**config.mk**
```make
export PLATFORM = sky130hd
export DESIGN_NAME = bobde_core
export DESIGN_NICKNAME = d
export VERILOG_FILES = /design/src/core/bobde_pkg.sv /design/src/core/bobde_addsub.sv /design/src/core/bobde_core.sv
export SDC_FILE = /design/constraint.sdc
export NUM_CORES = 1
export LEC_CHECK = 0
export BUFFER_PORTS_ARGS = -buffer_cell sky130_fd_sc_hd__buf_2
export CORE_MARGIN = 1.5
export CORE_UTILIZATION = 48
export CTS_BUF_LIST = sky130_fd_sc_hd__clkbuf_4
export DETAILED_ROUTE_END_ITERATION = 6
export MAX_ROUTING_LAYER = met4
export PLACE_DENSITY = 0.79
export SYNTH_ARGS = -nofsm -noshare
export SYNTH_HDL_FRONTEND = slang
export SYNTH_HIERARCHICAL = 1
export SYNTH_SLANG_ARGS = --single-unit
```
**constraint.sdc**
```tcl
create_clock -name clk_sys -period 1.4 [get_ports clk_sys]
set_input_delay 0.14 -clock clk_sys [delete_from_list [all_inputs] [get_ports clk_sys]]
set_output_delay 0.14 -clock clk_sys [all_outputs]
set_load 0.02 [all_outputs]
```
**src/core/bobde_pkg.sv**
```systemverilog
// constants, carriers and state for the byte-op / branch decode-execute core
// assumes a 14-bit instruction word and an 8-bit file register bus
package bobde_pkg;

  localparam int INSTR_W = 14;
  localparam int DATA_W = 8;
  localparam int FADDR_W = 7;
  localparam int PC_W = 13;
  localparam int PAGE_W = 5;

  // instruction field positions
  localparam int PFX_HI = 13;
  localparam int PFX_LO = 12;
  localparam int OP_HI = 11;
  localparam int OP_LO = 8;
  localparam int DEST_POS = 7;
  localparam int FADDR_HI = 6;
  localparam int BR_HI = 13;
  localparam int BR_LO = 11;
  localparam int IMM_HI = 10;
  localparam int LIT_HI = 7;
  localparam int ORL_HI = 13;
  localparam int ORL_LO = 8;
  localparam int PAGE_HI = 4;
  localparam int PAGE_LO = 3;

  // encodings
  localparam logic [1:0] PFX_FILE = 2'h0;
  localparam logic [3:0] OP_COM = 4'h9;
  localparam logic [3:0] OP_DEC = 4'h3;
  localparam logic [3:0] OP_DECSZ = 4'hB;
  localparam logic [3:0] OP_INC = 4'hA;
  localparam logic [3:0] OP_INCSZ = 4'hF;
  localparam logic [3:0] OP_IOR = 4'h4;
  localparam logic [2:0] BRANCH_CODE = 3'h5;
  localparam logic [5:0] ORLIT_CODE = 6'h38;
  localparam logic DEST_ACC = 1'b0;

  // arithmetic operands and reset values
  localparam logic [7:0] INC_ADDEND = 8'h01;
  localparam logic [7:0] DEC_ADDEND = 8'hFF;
  localparam logic [7:0] ZERO_BYTE = 8'h00;
  localparam logic [7:0] ACC_RST = 8'h00;
  localparam logic [12:0] PC_RST = 13'h0000;
  localparam logic [6:0] FADDR_RST = 7'h00;

  typedef struct packed {
    logic c;
    logic dc;
    logic z;
  } bobde_flags_t;

  typedef struct packed {
    logic we;
    logic [FADDR_W-1:0] addr;
    logic [DATA_W-1:0] data;
  } bobde_fwrite_t;

  typedef enum logic {ST_EXEC, ST_DISCARD} bobde_phase_t;

  typedef struct packed {
    bobde_phase_t st;
    logic [DATA_W-1:0] acc;
    bobde_flags_t flags;
    bobde_fwrite_t fwr;
    logic pc_load;
    logic [PC_W-1:0] pc_value;
  } bobde_state_t;

  localparam bobde_flags_t FLAGS_RST = '{c: 1'b0, dc: 1'b0, z: 1'b0};

endpackage

```
**src/core/bobde_addsub.sv**
```systemverilog
// 8-bit adder with carry out and nibble carry for increment and decrement
// assumes operands are stable within the cycle; purely combinational
`timescale 1ns/1ns
`default_nettype none
module bobde_addsub #(
  parameter int WIDTH = 8
) (
  input wire logic [WIDTH-1:0] a, // file operand
  input wire logic [WIDTH-1:0] b, // addend, plus one or minus one
  output logic [WIDTH-1:0] sum, // result byte
  output logic carry, // carry out, no borrow on decrement
  output logic nib_carry // carry out of low nibble
);
  logic [WIDTH:0] full;
  logic [4:0] low;

  always_comb begin
    full = {1'b0, a} + {1'b0, b};
    low = {1'b0, a[3:0]} + {1'b0, b[3:0]};
    sum = full[WIDTH-1:0];
    carry = full[WIDTH];
    nib_carry = low[4];
  end
endmodule
`default_nettype wire

```
**src/core/bobde_core.sv**
```systemverilog
// decode and execute of file byte ops, skip ops, or ops and the branch
// assumes file_rdata answers file_addr in the same cycle; other opcodes run as no-op
`timescale 1ns/1ns
`default_nettype none
module bobde_core (
  input wire logic clk_sys, // core clock, 100 MHz
  input wire logic arst_n, // async reset, active low
  input wire logic instr_valid, // fetched word present
  input wire logic [bobde_pkg::INSTR_W-1:0] instr_word, // fetched word
  output logic instr_ready, // word taken when valid
  input wire logic [bobde_pkg::PAGE_W-1:0] program_page_latch, // page latch bits
  output logic [bobde_pkg::FADDR_W-1:0] file_addr, // file read address
  input wire logic [bobde_pkg::DATA_W-1:0] file_rdata, // file read data
  output bobde_pkg::bobde_fwrite_t file_wr, // file write, one-cycle strobe
  output logic [bobde_pkg::DATA_W-1:0] acc, // working accumulator
  output bobde_pkg::bobde_flags_t flags, // carry, digit carry, zero
  output logic pc_load, // one-cycle program counter load
  output logic [bobde_pkg::PC_W-1:0] pc_value, // program counter load value
  output logic second_cycle // current word is discarded as no-op
);
  import bobde_pkg::*;

  bobde_state_t q;
  bobde_state_t next_q;

  logic take;
  logic exec_take;
  logic [1:0] pfx;
  logic [3:0] op;
  logic dest;
  logic is_file;
  logic is_branch;
  logic is_orlit;
  logic [DATA_W-1:0] addend;
  logic [DATA_W-1:0] sum;
  logic carry;
  logic nib_carry;
  logic [DATA_W-1:0] res;
  logic handled;
  logic upd_z;
  logic upd_cdc;
  logic skip_op;

  assign instr_ready = 1'b1;
  assign take = instr_valid && instr_ready;
  assign exec_take = take && (q.st == ST_EXEC);
  assign pfx = instr_word[PFX_HI:PFX_LO];
  assign op = instr_word[OP_HI:OP_LO];
  assign dest = instr_word[DEST_POS];
  assign is_file = (pfx == PFX_FILE);
  assign is_branch = (instr_word[BR_HI:BR_LO] == BRANCH_CODE);
  assign is_orlit = (instr_word[ORL_HI:ORL_LO] == ORLIT_CODE);
  assign file_addr = instr_word[FADDR_HI:0];
  assign addend = ((op == OP_DEC) || (op == OP_DECSZ)) ? DEC_ADDEND : INC_ADDEND;

  bobde_addsub #(
    .WIDTH(DATA_W)
  ) bobde_addsub_inst (
    .a(file_rdata),
    .b(addend),
    .sum(sum),
    .carry(carry),
    .nib_carry(nib_carry)
  );

  // result and flag selection for file-prefix operations
  always_comb begin
    res = ZERO_BYTE;
    handled = 1'b0;
    upd_z = 1'b0;
    upd_cdc = 1'b0;
    skip_op = 1'b0;
    if (is_file) begin
      case (op)
        OP_COM: begin
          res = ~file_rdata;
          handled = 1'b1;
          upd_z = 1'b1;
        end
        OP_DEC, OP_INC: begin
          res = sum;
          handled = 1'b1;
          upd_z = 1'b1;
          upd_cdc = 1'b1;
        end
        OP_DECSZ, OP_INCSZ: begin
          res = sum;
          handled = 1'b1;
          skip_op = 1'b1;
        end
        OP_IOR: begin
          res = acc | file_rdata;
          handled = 1'b1;
          upd_z = 1'b1;
        end
        default: begin
          handled = 1'b0;
        end
      endcase
    end
  end

  always_comb begin
    next_q = q;
    next_q.pc_load = 1'b0;
    next_q.fwr.we = 1'b0;
    if (take) begin
      case (q.st)
        ST_DISCARD: begin
          // prefetched word dropped, runs as a no-op
          next_q.st = ST_EXEC;
        end
        ST_EXEC: begin
          if (handled) begin
            if (dest == DEST_ACC) begin
              next_q.acc = res;
            end else begin
              next_q.fwr.we = 1'b1;
              next_q.fwr.addr = file_addr;
              next_q.fwr.data = res;
            end
            if (upd_z) begin
              next_q.flags.z = (res == ZERO_BYTE);
            end
            if (upd_cdc) begin
              next_q.flags.c = carry;
              next_q.flags.dc = nib_carry;
            end
            if (skip_op && (res == ZERO_BYTE)) begin
              next_q.st = ST_DISCARD;
            end
          end else if (is_branch) begin
            next_q.pc_load = 1'b1;
            next_q.pc_value = {program_page_latch[PAGE_HI:PAGE_LO],
                               instr_word[IMM_HI:0]};
            next_q.st = ST_DISCARD;
          end else if (is_orlit) begin
            next_q.acc = acc | instr_word[LIT_HI:0];
            next_q.flags.z = ((acc | instr_word[LIT_HI:0]) == ZERO_BYTE);
          end
        end
        default: begin
          next_q.st = ST_EXEC;
        end
      endcase
    end
  end

  always_ff @(posedge clk_sys or negedge arst_n) begin
    if (!arst_n) begin
      q.st <= ST_EXEC;
      q.acc <= ACC_RST;
      q.flags <= FLAGS_RST;
      q.fwr.we <= 1'b0;
      q.fwr.addr <= FADDR_RST;
      q.fwr.data <= ZERO_BYTE;
      q.pc_load <= 1'b0;
      q.pc_value <= PC_RST;
    end else begin
      q <= next_q;
    end
  end

  assign file_wr = q.fwr;
  assign acc = q.acc;
  assign flags = q.flags;
  assign pc_load = q.pc_load;
  assign pc_value = q.pc_value;
  assign second_cycle = (q.st == ST_DISCARD);
endmodule
`default_nettype wire

```
==> results.cfg <==
[cells_and_area]
fin_cells = 479
final_nets = 447
multiInputGateArea_um2 = 1730
seqCellArea_um2 = 1050
nFillCells = 296
antenna_cells = 0
syn_to_final_growth_pct = 58.0
drive_gt1_share_pct = 63.1

[floorplanning]
core_um2 = 5140
die-area_um2 = 5830
rows = 26
initial_core_util_pct = 50.2
dieWidth_um = 76.4
num_io_pins = 80
fp.dieH_um = 76.4

[global_routing]
grt_use_total_pct = 31.6
grt_pass1_vias = 2852
grt_max_degree = 43
grt_pass1_wl_um = 14200
grt_overflow = 0
antenna_found_initial = 0

[synth]
synth-main-ff-cell = dfrtp_1
synthXorXnorAreaFrac_pct = 2.03
synth_top_area_share_pct = 40.7
async_flop_share_pct = 100
muxShareOfSynthArea_pct = 9.01
seq_area_frac_synth_pct = 40.7
synth_seq_cells = 42
postSynthAreaPerCell_um2 = 9.78
syn_area_um2 = 2580
synth_top_family_by_area = compound AO/OA/AOI/OAI gates
yosysTopAreaCell = dfrtp_1
synth_edf_count = 0
synthCells = 264
synthSimpleGateAreaFrac_pct = 17.6
ys_warn_count = 6
synth_fa_ha_area_share_pct = 4.65
synth_compound_area_share_pct = 18.4
netlist_top_cells_area = dfrtp_1, mux2_2, a21oi_1
synth_cell_types = 54

[worst_setup_path]
worstSetupEndpointType = register
cp_data_arrival_time_ns = 2.34
worstPathRequired_ns = 1.70
worstRegToRegCells = 6
cp_max_fo = 4
ff2ff_setup_slack_ns = -0.40
crit_type = input port to register
crit_path_start_kind = input port

[clock_tree]
cts_root_buf = clkbuf_4
cts_tree = yes
clock_path_buffers = 2
cts.reportedPaths.clkPinSlew_ns = 0.14
cts.sinks = 42
worst_skew_pair.late_latency_ns = 0.37
htree_levels = 2
cts_made_buffers = 5

[drt]
route.detailed.drc = 0
ant_nets = 0
wire_per_inst_um = 19.4
wl_um = 9280
vias = 2862
drt_iter0_drc = 255
via_per_inst = 5.97
firstDrtPassIters = 5

[sta]
maxSlewViolCount = 0
fin_ws_ns = -0.640
whs_ns = 0.0413
rsz0062_at_grt = yes
fmax_mhz = 490
setup_viol = 41
clock_skew_ns = 0.0139
finalHoldViolations = 0
period_needed_ns = 2.04
final.period_utilization_pct = 146
slew_headroom_pct = 62.5
tightest_slew_ns = 0.562

[placed_design]
dp_hpwl_um = 5400
io_buffers = 75
dp.cells = 455
place_congestion = 0.894
place_ws_ns = -0.897

[job]
max_cap_viol_count = 0

[hold_path]
min_path_type = input port to register
worstHoldPathCells = 3

[power_and_ir_drop]
p_total_w = 0.00502
ir_worst_vdd_v = 0.000860
leakagePower_nw = 1.99
powerDensity_nw_per_um2 = 1230

[run_status]
violations = negative setup slack
status = complete, but fails checks
final timing paths:
check	endpoint	startpoint
worst min-delay path	pc_value[0]	instr_word[0]
worst max-delay path	flags[0]	instr_word[9]
min in group asynchronous	pc_value[9]	arst_n
worst min register to register	pc_value[11]	pc_value[11]
worst max register to register	flags[0]	acc[5]
max in group asynchronous	acc[0]	arst_n
metal layers:
layer | GRT usage, % | up-vias | wire length [um]
met5 | - | - | 0
met4 | 11.7 | 0 | 388
met3 | 5.27 | 50 | 828
met2 | 53.5 | 211 | 4570
met1 | 38.1 | 1369 | 3500
li1 | - | 1232 | -
critical path, cell delays in order:
cell and delay [ns]:
buf_8 0.08, nand2_4 0.05, nor2_4 0.22, ha_4 0.25
a211oi_4 0.24, o21bai_1 0.11, a21oi_1 0.19, xnor2_1 0.13
nor4_1 0.30, nand2_1 0.12, a21oi_2 0.14, nand4_1 0.15
a2bb2oi_1 0.22
metrics by stage:
step	util, %	setup TNS, ns	instance area (um^2)
6_report	79.4	-8.85	4080
5_1_grt	79.4	-9.95	4080
4_1_cts	77.2	-5.03	3970
3_5_place_dp	67.5	-17.54	3470
3_3_place_gp	67.5	-16.28	3470
2_1_floorplan	-	-11.48	2690
repair_timing:
item	in CTS	in global routing
hold buffers	3	0
gates resized for setup	60	34
gates cloned	2	1
buffers inserted	11	7
pin swaps	35	28
endpoints found under the setup margin	37	41
hold endpoints to repair	44	0
flip-flops by register name, summed over array words and instances (netlist names):
| name | count |
|---|---|
| pc_value | 13 |
| file_wr | 16 |
| flags | 3 |
| acc | 8 |
| pc_load | 1 |
| second_cycle | 1 |
placed cells by master, fill, tap and decap left out, drive strengths merged, types with 2 or more instances in the layout:
master,instances
buf,154
dfrtp,42
nor2,33
a21oi,30
mux2,19
nand2,18
or2,8
ha,8
o22ai,7
inv,6
o21ai,6
nor4,5
clkbuf,5
nand2b,5
a31o,5
a21o,4
nand4,4
xnor2,4
nor3,3
dlygate4sd3,3
nand4b,2
nand3,2
o21a,2
and3,2
o32a,2
nor4b,2
a31oi,2
a2bb2oi,2
conb,2
xor2,2
clkinv,2
Yosys cell counts (4+ instances only):
master / n
a21o_1: 4
a21oi_1: 29
a31o_2: 5
buf_2: 4
buf_4: 8
buf_6: 5
clkbuf_1: 4
dfrtp_1: 42
ha_1: 8
inv_1: 6
mux2_2: 14
mux2_4: 5
nand2_1: 17
nand2b_1: 5
nand4_1: 4
nor2_1: 33
nor4_1: 5
o21ai_0: 4
o22ai_1: 7
or2_2: 8
xnor2_1: 4
power breakdown:
group | leakage, nW | internal (W) | switching [W]
clock network | 0.0450 | 0.000370 | 0.000448
logic | 1.42 | 0.00107 | 0.00134
registers | 0.519 | 0.00154 | 0.000249
total | 1.99 | 0.00298 | 0.00204
final cells by class:
cell class                 instances  area share (%)
tap                               70            2.15
timing repair buffer             157            27.2
clock buffer                       5           0.920
sequential                        42            25.8
multi-input combinational        196            42.4
clock inverter                     3           0.981
inverter                           6           0.613
kinds of logic (layout without fill, tap and decap cells):
logic type,after synthesis,after routing
other,1,2
XOR/XNOR,6,6
AND/OR/NAND/NOR,88,89
buffers and inverters,28,171
multiplexers,19,19
AO/OA/AOI/OAI,71,71
adder cells (fa/ha/maj),9,9
flip-flops,42,42
Note: power is estimated with default switching activity, not from simulation.
